### config.mk
export PLATFORM = sky130hd
export DESIGN_NAME = rxg_top
export DESIGN_NICKNAME = d
export VERILOG_FILES = /design/src/hw/rxg_pkg.sv /design/src/hw/rxg_regs.sv /design/src/hw/rxg_top.sv
export SDC_FILE = /design/constraint.sdc
export NUM_CORES = 1
export LEC_CHECK = 0
export BUFFER_PORTS_ARGS = -buffer_cell sky130_fd_sc_hd__clkbuf_2
export CORE_AREA = 2 2 87 89
export DETAILED_ROUTE_END_ITERATION = 8
export DIE_AREA = 0 0 89 91
export PLACE_DENSITY = 0.75
export SLEW_MARGIN = 10
export SYNTH_ARGS = -nofsm -noshare
export SYNTH_HDL_FRONTEND = slang
export SYNTH_SLANG_ARGS = --single-unit
### constraint.sdc
create_clock -name clk_i -period 8.9 [get_ports clk_i]
set_input_delay 2.67 -clock clk_i [delete_from_list [all_inputs] [get_ports clk_i]]
set_output_delay 2.67 -clock clk_i [all_outputs]
set_load 0.005 [all_outputs]
### src/hw/rxg_pkg.sv
// Package with register map, field layout, reset values and shared types of the receive guard block.
package rxg_pkg;
    localparam logic [7:0] SEL_OFFSET       = 8'h17;
    localparam logic [7:0] THR_OFFSET       = 8'h18;
    localparam logic [7:0] SEL_RESET        = 8'h84;
    localparam logic [7:0] THR_RESET        = 8'h84;
    localparam int         UART_SEL_MSB     = 7;
    localparam int         UART_SEL_LSB     = 6;
    localparam int         GUARD_MSB        = 5;
    localparam int         GUARD_LSB        = 0;
    localparam int         MIN_MSB          = 7;
    localparam int         MIN_LSB          = 4;
    localparam int         RSVD_BIT         = 3;
    localparam int         COLL_MSB         = 2;
    localparam int         COLL_LSB         = 0;
    localparam int         AMP_W            = 8;
    localparam int         COLL_SHIFT       = 3;
    localparam logic [7:0] THR_WR_MASK      = 8'hF7;

    typedef enum logic [1:0] {
        RXG_UART_LOW     = 2'b00,
        RXG_UART_ENV_PIN = 2'b01,
        RXG_UART_ANALOG  = 2'b10,
        RXG_UART_MOD_PIN = 2'b11
    } rxg_uart_sel_t;

    typedef enum logic [1:0] {
        RXG_ST_IDLE  = 2'b00,
        RXG_ST_ARMED = 2'b01,
        RXG_ST_GUARD = 2'b10,
        RXG_ST_RECV  = 2'b11
    } rxg_state_t;

    typedef struct packed {
        logic [1:0] uart_sel;
        logic [5:0] guard;
        logic [3:0] min_level;
        logic [2:0] coll_level;
    } rxg_cfg_t;

    typedef struct packed {
        logic             valid;
        logic [AMP_W-1:0] amp_first;
        logic [AMP_W-1:0] amp_second;
    } rxg_halfbits_t;
endpackage

### src/hw/rxg_regs.sv
// Register file holding the receiver select and threshold registers.
module rxg_regs (
    // Clock and reset
    input  wire logic             clk_i,
    input  wire logic             sys_rst_i,
    // Register port
    input  wire logic [7:0]       addr_i,
    input  wire logic [7:0]       wdata_i,
    input  wire logic             wr_i,
    input  wire logic             rd_i,
    output logic      [7:0]       rdata_o,
    // Raw register contents
    output logic      [7:0]       sel_o,
    output logic      [7:0]       thr_o
);
    logic [7:0] sel_reg;
    logic [7:0] sel_next;
    logic [7:0] thr_reg;
    logic [7:0] thr_next;
    logic [7:0] rdata_reg;
    logic [7:0] rdata_next;

    always_comb begin
        sel_next   = sel_reg;
        thr_next   = thr_reg;
        rdata_next = 8'h00;
        if (wr_i && addr_i == rxg_pkg::SEL_OFFSET) begin
            sel_next = wdata_i;
        end else if (wr_i && addr_i == rxg_pkg::THR_OFFSET) begin
            thr_next = wdata_i & rxg_pkg::THR_WR_MASK;
        end
        if (rd_i && addr_i == rxg_pkg::SEL_OFFSET) begin
            rdata_next = sel_reg;
        end else if (rd_i && addr_i == rxg_pkg::THR_OFFSET) begin
            rdata_next = thr_reg;
        end
    end

    always_ff @(posedge clk_i or posedge sys_rst_i) begin
        if (sys_rst_i) begin
            sel_reg   <= rxg_pkg::SEL_RESET;
            thr_reg   <= rxg_pkg::THR_RESET;
            rdata_reg <= 8'h00;
        end else begin
            sel_reg   <= sel_next;
            thr_reg   <= thr_next;
            rdata_reg <= rdata_next;
        end
    end

    assign rdata_o = rdata_reg;
    assign sel_o   = sel_reg;
    assign thr_o   = thr_reg;
endmodule

### src/hw/rxg_top.sv
// Receive input select, frame guard delay and decoder threshold control.
// Summary of operation
// - UART input code: 00 low, 01 envelope pin, 10 analog modulation, 11 pin modulation.
// - After transmit, receiver waits guard-delay bit clocks, ignoring the receive input.
// - Receive-only command skips the guard delay; all other commands apply it.
// - Passive mode: guard count starts at the last transmitted modulation pulse.
// - Active mode: guard count starts as soon as the external field switches on.
// - Decoder ignores bits whose stronger half-bit strength is below the minimum level field.
// - Collision flagged only when weaker half-bit reaches threshold relative to stronger.
// - Threshold bit 3 is reserved, has no function and reads zero.
// - Receiver select register at 17h resets to 84h.
// - Threshold register at 18h resets to 84h.
//
// Implementation choice: the plain strobed port.
module rxg_top (
    // Clock and reset
    input  wire logic                     clk_i,
    input  wire logic                     sys_rst_i,
    // Register port
    input  wire logic [7:0]               addr_i,
    input  wire logic [7:0]               wdata_i,
    input  wire logic                     wr_i,
    input  wire logic                     rd_i,
    output logic      [7:0]               rdata_o,
    // Sequencer events
    input  wire logic                     cmd_start_i,
    input  wire logic                     cmd_recv_only_i,
    input  wire logic                     active_mode_i,
    input  wire logic                     last_mod_pulse_i,
    input  wire logic                     ext_field_on_i,
    input  wire logic                     bit_clk_i,
    input  wire logic                     frame_end_i,
    // Receive inputs
    input  wire logic                     envelope_input_pin_i,
    input  wire logic                     pin_mod_i,
    input  wire logic                     analog_mod_i,
    input  wire rxg_pkg::rxg_halfbits_t   halfbits_i,
    // Receive outputs
    output logic                          uart_in_o,
    output logic                          rx_enable_o,
    output logic                          bit_valid_o,
    output logic                          bit_value_o,
    output logic                          bit_coll_o,
    output logic                          guard_busy_o
);
    logic [7:0]          sel_raw;
    logic [7:0]          thr_raw;
    rxg_pkg::rxg_cfg_t   live_cfg;
    rxg_pkg::rxg_cfg_t   cfg_reg;
    rxg_pkg::rxg_cfg_t   cfg_next;
    rxg_pkg::rxg_state_t state_reg;
    rxg_pkg::rxg_state_t state_next;
    logic [5:0]          cnt_reg;
    logic [5:0]          cnt_next;
    logic                uart_reg;
    logic                uart_next;
    logic                valid_reg;
    logic                valid_next;
    logic                value_reg;
    logic                value_next;
    logic                coll_reg;
    logic                coll_next;
    logic [rxg_pkg::AMP_W-1:0] amp_hi;
    logic [rxg_pkg::AMP_W-1:0] amp_lo;

    rxg_regs u_regs (
        .clk_i     (clk_i),
        .sys_rst_i (sys_rst_i),
        .addr_i    (addr_i),
        .wdata_i   (wdata_i),
        .wr_i      (wr_i),
        .rd_i      (rd_i),
        .rdata_o   (rdata_o),
        .sel_o     (sel_raw),
        .thr_o     (thr_raw)
    );

    // Strength of a half-bit on the four-bit level scale used by the minimum threshold.
    function automatic logic [3:0] level_of(input logic [rxg_pkg::AMP_W-1:0] amp);
        level_of = amp[rxg_pkg::AMP_W-1 -: 4];
    endfunction

    always_comb begin
        live_cfg.uart_sel   = sel_raw[rxg_pkg::UART_SEL_MSB:rxg_pkg::UART_SEL_LSB];
        live_cfg.guard      = sel_raw[rxg_pkg::GUARD_MSB:rxg_pkg::GUARD_LSB];
        live_cfg.min_level  = thr_raw[rxg_pkg::MIN_MSB:rxg_pkg::MIN_LSB];
        live_cfg.coll_level = thr_raw[rxg_pkg::COLL_MSB:rxg_pkg::COLL_LSB];
    end

    // Guard sequencer; the configuration is latched once per command so a frame never sees a change.
    always_comb begin
        state_next = state_reg;
        cnt_next   = cnt_reg;
        cfg_next   = cfg_reg;
        if (cmd_start_i) begin
            cfg_next = live_cfg;
            if (cmd_recv_only_i) begin
                state_next = rxg_pkg::RXG_ST_RECV;
            end else begin
                state_next = rxg_pkg::RXG_ST_ARMED;
            end
        end else begin
            case (state_reg)
                rxg_pkg::RXG_ST_IDLE: begin
                end
                rxg_pkg::RXG_ST_ARMED: begin
                    if ((active_mode_i && ext_field_on_i) || (!active_mode_i && last_mod_pulse_i)) begin
                        cnt_next   = cfg_reg.guard;
                        state_next = (cfg_reg.guard == 6'h00) ? rxg_pkg::RXG_ST_RECV : rxg_pkg::RXG_ST_GUARD;
                    end
                end
                rxg_pkg::RXG_ST_GUARD: begin
                    if (bit_clk_i) begin
                        cnt_next = cnt_reg - 6'h01;
                        if (cnt_reg == 6'h01) begin
                            state_next = rxg_pkg::RXG_ST_RECV;
                        end
                    end
                end
                rxg_pkg::RXG_ST_RECV: begin
                    if (frame_end_i) begin
                        state_next = rxg_pkg::RXG_ST_IDLE;
                    end
                end
                default: state_next = rxg_pkg::RXG_ST_IDLE;
            endcase
        end
    end

    // Input routing and bit decision; inputs are blanked outside reception.
    always_comb begin
        uart_next  = 1'b0;
        valid_next = 1'b0;
        value_next = 1'b0;
        coll_next  = 1'b0;
        amp_hi     = halfbits_i.amp_first;
        amp_lo     = halfbits_i.amp_second;
        if (halfbits_i.amp_second > halfbits_i.amp_first) begin
            amp_hi = halfbits_i.amp_second;
            amp_lo = halfbits_i.amp_first;
        end
        if (state_reg == rxg_pkg::RXG_ST_RECV) begin
            case (cfg_reg.uart_sel)
                rxg_pkg::RXG_UART_LOW:     uart_next = 1'b0;
                rxg_pkg::RXG_UART_ENV_PIN: uart_next = envelope_input_pin_i;
                rxg_pkg::RXG_UART_ANALOG:  uart_next = analog_mod_i;
                default:                   uart_next = pin_mod_i;
            endcase
            if (halfbits_i.valid && level_of(amp_hi) >= cfg_reg.min_level) begin
                valid_next = 1'b1;
                value_next = (halfbits_i.amp_first >= halfbits_i.amp_second);
                // Weaker half must reach coll_level eighths of the stronger half.
                coll_next  = ({3'b000, amp_lo} << rxg_pkg::COLL_SHIFT) >=
                             ({3'b000, amp_hi} * {8'h00, cfg_reg.coll_level});
            end
        end
    end

    always_ff @(posedge clk_i or posedge sys_rst_i) begin
        if (sys_rst_i) begin
            state_reg <= rxg_pkg::RXG_ST_IDLE;
            cnt_reg   <= 6'h00;
            cfg_reg   <= '0;
            uart_reg  <= 1'b0;
            valid_reg <= 1'b0;
            value_reg <= 1'b0;
            coll_reg  <= 1'b0;
        end else begin
            state_reg <= state_next;
            cnt_reg   <= cnt_next;
            cfg_reg   <= cfg_next;
            uart_reg  <= uart_next;
            valid_reg <= valid_next;
            value_reg <= value_next;
            coll_reg  <= coll_next;
        end
    end

    logic rx_en_reg;
    logic busy_reg;

    always_ff @(posedge clk_i or posedge sys_rst_i) begin
        if (sys_rst_i) begin
            rx_en_reg <= 1'b0;
            busy_reg  <= 1'b0;
        end else begin
            rx_en_reg <= (state_next == rxg_pkg::RXG_ST_RECV);
            busy_reg  <= (state_next == rxg_pkg::RXG_ST_GUARD) || (state_next == rxg_pkg::RXG_ST_ARMED);
        end
    end

    assign uart_in_o    = uart_reg;
    assign rx_enable_o  = rx_en_reg;
    assign guard_busy_o = busy_reg;
    assign bit_valid_o  = valid_reg;
    assign bit_value_o  = value_reg;
    assign bit_coll_o   = coll_reg;
endmodule

==> reports/summary.txt, run 1 <==
CTS Hold Bufs = 0
TNS Setup = 0 ps
Clock Sinks = 52
Register-to-Register Path Depth = 15
CP Capture Type = register
Least-Margin Pin Slew = 1070 ps
synth top area cells = dfrtp_1 (35%), ha_1 (13%), mux2_2 (10%)
Tcrit/Tclk final = 0.851
Hold/Removal Path Class = reg2reg
Max VDD drop = 0.000112 V
WL/cell = 13.7 um
cell taking the most area after synthesis = dfrtp_1
Pleak = 2.06 nW
metal3 WL = 259 um
sequential power share = 0.434
RSZ-0062 raised after global routing = false
Avg Cell Area, Syn = 10.2 um2
root buf cell = clkbuf_8
maximum clock rate = 0.132 GHz
Mapped Area = 3450 um2
Setup-failing EPs final = 0
Max Used Layer = met4
Die Y-Extent = 91 um
Clk pwr share = 0.284
Data arrival, critical path = 7790 ps
via/cell ratio = 5.37
Post-Synthesis Cells = 339
Primary FF master, synth = dfrtp_1
drt pass-1 iters = 4
routability cong. = 0.796
Critical Path Fanout Max = 14
share of layout cells above drive strength 1 = 0.268
register area share after synthesis = 0.379
Fin. Hold Viols = 0
Post-synth EDFFs = 0
crit-path max cell delay = 680 ps
largest net degree at the start of global routing = 53
status = finished, final reports clean
Crit Reg-Reg Endpoint = bit_coll_o
antenna viol nets, final = 0
Cell Rows = 31
vias post-DR = 2676
clk_lat worst skew = 310 ps
layout overhead on the synthesized area = 15.1%
Synth Register Bits = 52
area of the multi-input gates = 1970 um2
max reg flops = 15
antenna cells = 0
Syn Nets = 430
CTS H-tree lvls = 2
Routed WL = 6.83 mm
number of I/O port buffers = 60
vias in the first global route = 2651
crit start category = input pin
wl on met1 = 3.26 mm
Starting Density = 0.483
WHS Path Cells = 1
Crit-path slowest cell = a2111oi_4
met2 routed WL = 3.22 mm
post-synth top area share = 0.348
synth unique cells = 46
Post-synth ARST share = 1.00
initial antenna violation count = 0
CTS tree = done
Yosys warnings = 0
Die X-Extent = 89 um
part of the power in combinational logic = 0.282
PostCTS Resize Cnt = 0
Sw Pwr = 0.207 mW
required time worst endpoint = 9120 ps
most used cell, CP = ha_1
die area = 8100 um2
min Tclk post-route = 7570 ps
FF-to-FF Start = cfg_reg[2]
drt first-iter violations = 87
Power Internal = 0.461 mW
switching share of power = 0.310
Worst Clk Skew = 13.3 ps
CP Cell Sequence = clkbuf_2 > inv_1 > ha_1 > a21oi_1 > a31oi_1 > a2111oi_4 > buf_4 > mux2i_1 > nor2b_1 > fa_1 > ha_1 > inv_1 > fa_1 > nor2b_1 > o21ai_0 > a21boi_0 > o21ai_0 > a21bo_2 > ha_1 > nand3_1 > nor4_1 > a41oi_1 > a211oi_1
residual DRC count = 0
Setup Buffers After CTS = 0
Total GRT Usage = 0.182
Sequential cell area = 1310 um2
clock buffer depth = 2
max cap viols = 0
critical path class = in2reg
PD cells = 168 nW/um2
Fill cells = 648
first-pass GRT wire length = 11.7 mm
commonest cells after routing, fill and taps aside = clkbuf_2 (60), dfrtp_1 (48), ha_1 (37)
Hold Path Sink = u_regs.rdata_o[3]
grt ovf = 0
hold_sp = u_regs.sel_o[3]
worst rel slew slack = 0.284
Placed Instance Area = 3840 um2
Core ar. = 7140 um2
clock buffer count from CTS = 5
fin nets = 489
I/O pin total = 61
clock slew at reported path FFs = 100 ps
most common cell after layout, fill and taps aside = clkbuf_2
Slew Viols, Final = 0
HPWL after DPL = 5.35 mm
Final Cell Area = 3970 um2
r2r setup slk = 5160 ps
-- per-layer routing --
metal / global-route usage / up-vias
li1: - / 1315
met1: 0.236 / 1300
met2: 0.304 / 55
met3: 0.0318 / 6
met4: 0.0609 / 0
met5: 0 / -
-- worst max-delay path: cells and delay by family --
kind	cells	cell delay [ps]
compound gates	9	2050
simple gates	4	540
buf+inv	4	500
fa+ha+maj	5	1680
mux	1	330
-- worst max path at each step --
stage                              from    endpoint  slack (ps)
after CTS                 halfbits_i[3]  bit_coll_o        1300
final                     halfbits_i[3]  bit_coll_o        1330
after detailed placement  halfbits_i[3]  bit_coll_o         990
after global routing      halfbits_i[3]  bit_coll_o         860
after floorplan           halfbits_i[3]  bit_coll_o        1820
after global placement    halfbits_i[3]  bit_coll_o        1180
-- through the flow --
| step | worst slack (ps) | hold WS (ps) | power (mW) | instances | utilization |
|---|---|---|---|---|---|
| after floorplan | 1820 | 465 | 0.426 | 339 | - |
| after global placement | 1180 | 492 | 0.474 | 490 | 0.538 |
| after global routing | 855 | 557 | 0.713 | 498 | 0.556 |
| final | 1330 | 522 | 0.668 | 498 | 0.556 |
| after detailed placement | 987 | 501 | 0.481 | 490 | 0.538 |
| after CTS | 1300 | 530 | 0.674 | 498 | 0.556 |
-- layout make-up --
type,instances,area share
clock buffers,6,0.0183
clock inverters,2,0.0151
inverters,34,0.0322
multi-input cells,244,0.497
flip-flops and latches,52,0.329
well taps,99,0.0312
repair buffers,61,0.0776
-- power by group through the flow --
| stage | logic (mW) | registers [mW] | clock network (mW) |
|---|---|---|---|
| 2_1_floorplan | 0.138 | 0.288 | 0 |
| 4_1_cts | 0.189 | 0.289 | 0.195 |
| 3_5_place_dp | 0.187 | 0.294 | 0 |
| 5_1_grt | 0.217 | 0.294 | 0.203 |
| 3_3_place_gp | 0.181 | 0.293 | 0 |
| 6_report | 0.189 | 0.290 | 0.190 |
-- logic make-up (layout without fill, tap and decap cells) --
| group | Yosys count | in the layout | share of synthesized area |
|---|---|---|---|
| buffers and inverters | 43 | 103 | 0.0494 |
| AND/OR/NAND/NOR | 88 | 88 | 0.124 |
| adder cells (fa/ha/maj) | 44 | 44 | 0.175 |
| AO/OA/AOI/OAI | 70 | 70 | 0.141 |
| XOR/XNOR | 5 | 5 | 0.0127 |
| flip-flops | 52 | 52 | 0.379 |
| multiplexers | 37 | 37 | 0.119 |
-- synth_stat cells, types with 3 or more instances --
cell type / instances
a211oi_1: 4
a21o_1: 3
a21oi_1: 11
o22a_1: 4
nand3_1: 5
a41oi_1: 3
fa_1: 7
inv_1: 34
a22o_1: 7
a31oi_1: 4
dfstp_2: 4
nand2_1: 27
clkbuf_1: 6
o21ai_0: 21
mux2_2: 32
nor2b_1: 9
ha_1: 37
dfrtp_1: 48
and2_1: 6
mux2i_1: 5
nand2b_1: 3
xor2_1: 4
nor2_1: 24
No activity file was read; power rests on OpenSTA's default activity.
==> run 2: changes to the inputs <==
--- a/config.mk
+++ b/config.mk
@@ -6,10 +6,10 @@
 export NUM_CORES = 1
 export LEC_CHECK = 0
 export BUFFER_PORTS_ARGS = -buffer_cell sky130_fd_sc_hd__clkbuf_2
-export CORE_AREA = 2 2 87 89
+export CORE_AREA = 2 2 96 98
 export DETAILED_ROUTE_END_ITERATION = 8
-export DIE_AREA = 0 0 89 91
-export PLACE_DENSITY = 0.75
+export DIE_AREA = 0 0 98 100
+export PLACE_DENSITY = 0.65
 export SLEW_MARGIN = 10
 export SYNTH_ARGS = -nofsm -noshare
 export SYNTH_HDL_FRONTEND = slang
==> run 2 against run 1 <==
  * Global-route usage is 3.5 points lower
  * Total power is 7.3% lower
  * Final cell count is 2.6% higher
  * Die area is 21% higher
  * Sequential cell count stayed put
  * Fmax is 1.6% lower
  * Via count is 0.82% lower
  * Critical endpoint unchanged
  * Largest cell class unchanged
  * Highest routed layer unchanged
==> reports/summary.txt, run 2 (same netlist as run 1, synthesis figures left out) <==
PD cells = 157 nW/um2 (was 168 nW/um2)
most used cell, CP = ha_1 (unchanged)
I/O pin total = 61 (unchanged)
clk_lat worst skew = 310 ps (about the same)
layout overhead on the synthesized area = 14.7% (was 15.1%)
maximum clock rate = 0.130 GHz (was 0.132 GHz)
routability cong. = 0.840 (was 0.796)
drt first-iter violations = 62 (was 87)
Placed Instance Area = 3860 um2 (was 3840 um2)
Fill cells = 848 (was 648)
Pleak = 2.05 nW (was 2.06 nW)
Routed WL = 6.92 mm (was 6.83 mm)
Starting Density = 0.388 (was 0.483)
Setup-failing EPs final = 0 (unchanged)
HPWL after DPL = 5.49 mm (was 5.35 mm)
crit start category = input pin (unchanged)
Data arrival, critical path = 7930 ps (was 7790 ps)
CP Cell Sequence = clkbuf_2 > inv_1 > ha_1 > a21oi_1 > a31oi_1 > a2111oi_4 > buf_4 > mux2_2 > and2_1 > fa_1 > ha_1 > inv_1 > fa_1 > nor2b_1 > o21ai_0 > a21boi_0 > o21ai_0 > a21bo_2 > ha_1 > nand3_1 > nor4_1 > a41oi_1 > a211oi_1 (was clkbuf_2 > inv_1 > ha_1 > a21oi_1 > a31oi_1 > a2111oi_4 > buf_4 > mux2i_1 > nor2b_1 > fa_1 > ha_1 > inv_1 > fa_1 > nor2b_1 > o21ai_0 > a21boi_0 > o21ai_0 > a21bo_2 > ha_1 > nand3_1 > nor4_1 > a41oi_1 > a211oi_1)
grt ovf = 0 (unchanged)
clock slew at reported path FFs = 100 ps (about the same)
number of I/O port buffers = 60 (unchanged)
Total GRT Usage = 0.147 (was 0.182)
Least-Margin Pin Slew = 872 ps (was 1070 ps)
initial antenna violation count = 0 (unchanged)
vias in the first global route = 2631 (was 2651)
die area = 9800 um2 (was 8100 um2)
antenna viol nets, final = 0 (unchanged)
Final Cell Area = 3960 um2 (was 3970 um2)
share of layout cells above drive strength 1 = 0.273 (was 0.268)
final worst slack = 1200 ps (was 1330 ps)
placed cells = 503 (was 490)
root buf cell = clkbuf_8 (unchanged)
Slew Viols, Final = 0 (unchanged)
Buf/Inv on CP = 4 (unchanged)
CTS Hold Bufs = 0 (unchanged)
drt pass-1 iters = 6 (was 4)
met2 track demand over resource = 0.248 (was 0.304)
required time worst endpoint = 9130 ps (was 9120 ps)
Tcrit/Tclk final = 0.865 (was 0.851)
RSZ-0062 raised after global routing = false (unchanged)
via/cell ratio = 5.19 (was 5.37)
most common cell after layout, fill and taps aside = clkbuf_2 (unchanged)
Critical Path Fanout Max = 14 (unchanged)
Die X-Extent = 98 um (was 89 um)
CTS tree = done (unchanged)
Fin. Hold Viols = 0 (unchanged)
Core ar. = 8890 um2 (was 7140 um2)
Worst Clk Skew = 11.1 ps (was 13.3 ps)
min Tclk post-route = 7700 ps (was 7570 ps)
crit-path max cell delay = 670 ps (was 680 ps)
max reg flops = 15 (unchanged)
Max VDD drop = 0.000114 V (was 0.000112 V)
largest net degree at the start of global routing = 53 (unchanged)
max cap viols = 0 (unchanged)
first-pass GRT wire length = 11.9 mm (was 11.7 mm)
GRT met1 Usage = 0.197 (was 0.236)
Cell Rows = 35 (was 31)
antenna cells = 0 (unchanged)
status = finished, final reports clean (unchanged)
Die Y-Extent = 100 um (was 91 um)
met3 Usage GRT = 0.0265 (was 0.0318)
Setup Buffers After CTS = 0 (unchanged)
fin util = 0.445 (was 0.556)
Clock Sinks = 52 (unchanged)
PostCTS Resize Cnt = 0 (unchanged)
residual DRC count = 0 (unchanged)
commonest cells after routing, fill and taps aside = clkbuf_2 (60), dfrtp_1 (48), ha_1 (37) (unchanged)
GRT Max-Usage Layer = met2 (unchanged)
CP Capture Type = register (unchanged)
fin nets = 490 (was 489)
Cell Count, Final, Fillers Out = 511 (was 498)
vias post-DR = 2654 (was 2676)
TNS Setup = 0 ps (unchanged)
WL/cell = 13.5 um (was 13.7 um)
CTS H-tree lvls = 2 (unchanged)
Setup WS pre-CTS = 897 ps (was 987 ps)
Top delay family on crit path = compound AO/OA/AOI/OAI gates (unchanged)
worst rel slew slack = 0.418 (was 0.284)
Hold/Removal Path Class = reg2reg (unchanged)
critical path class = in2reg (unchanged)
Crit-path slowest cell = a2111oi_4 (unchanged)
clock buffer depth = 2 (unchanged)
clock buffer count from CTS = 5 (unchanged)
run 2: worst paths after layout:
kind / startpoint / end / slack [ps] / cells past startpoint
setup / recovery: halfbits_i[3] / bit_coll_o / 1200 / 23
setup reg to reg: cfg_reg[2] / bit_coll_o / 5150 / 15
max in group asynchronous: sys_rst_i / u_regs.rdata_o[5] / 5940 / 3
hold / removal: u_regs.sel_o[3] / u_regs.rdata_o[3] / 510 / 1
min in group asynchronous: sys_rst_i / guard_busy_o / 2500 / 3
hold reg to reg: u_regs.sel_o[3] / u_regs.rdata_o[3] / 510 / 1
run 2: where the power goes:
part	internal (mW)	leakage, nW	total [mW]	switching, mW
clock network	0.0578	0.0463	0.141	0.0832
logic	0.0833	1.31	0.188	0.105
registers	0.266	0.688	0.290	0.0247
total	0.407	2.05	0.620	0.213
run 2: layout make-up:
cell class / count / area (um2) / area share
tap: 111 / 139 / 0.0351
clock inverter: 3 / 27.5 / 0.00696
timing repair buffer: 62 / 315 / 0.0797
inverter: 34 / 128 / 0.0323
multi-input combinational: 244 / 1970 / 0.498
clock buffer: 5 / 68.8 / 0.0174
sequential: 52 / 1310 / 0.330
run 2: through the flow:
| stage | hold slack (ps) | power (mW) |
|---|---|---|
| detailed placement | 494 | 0.484 |
| global route | 526 | 0.670 |
| global placement | 490 | 0.476 |
| CTS | 508 | 0.628 |
| finish | 505 | 0.620 |
| floorplan | 465 | 0.426 |
run 2: layer usage:
layer	part of all wire	wire length (um)
met5	0	0
met4	0.0095	66
met3	0.046	315
met2	0.48	3320
met1	0.46	3210
run 2: worst reg2reg max path, delay by kind of cell (launching register included):
kind                       cells  cell delay, ps
DFF                            1             490
buffers and inverters          1              60
AOI/OAI and AO/OA              6            1050
adders and majority gates      4            1380
and+or+nand+nor                4             690
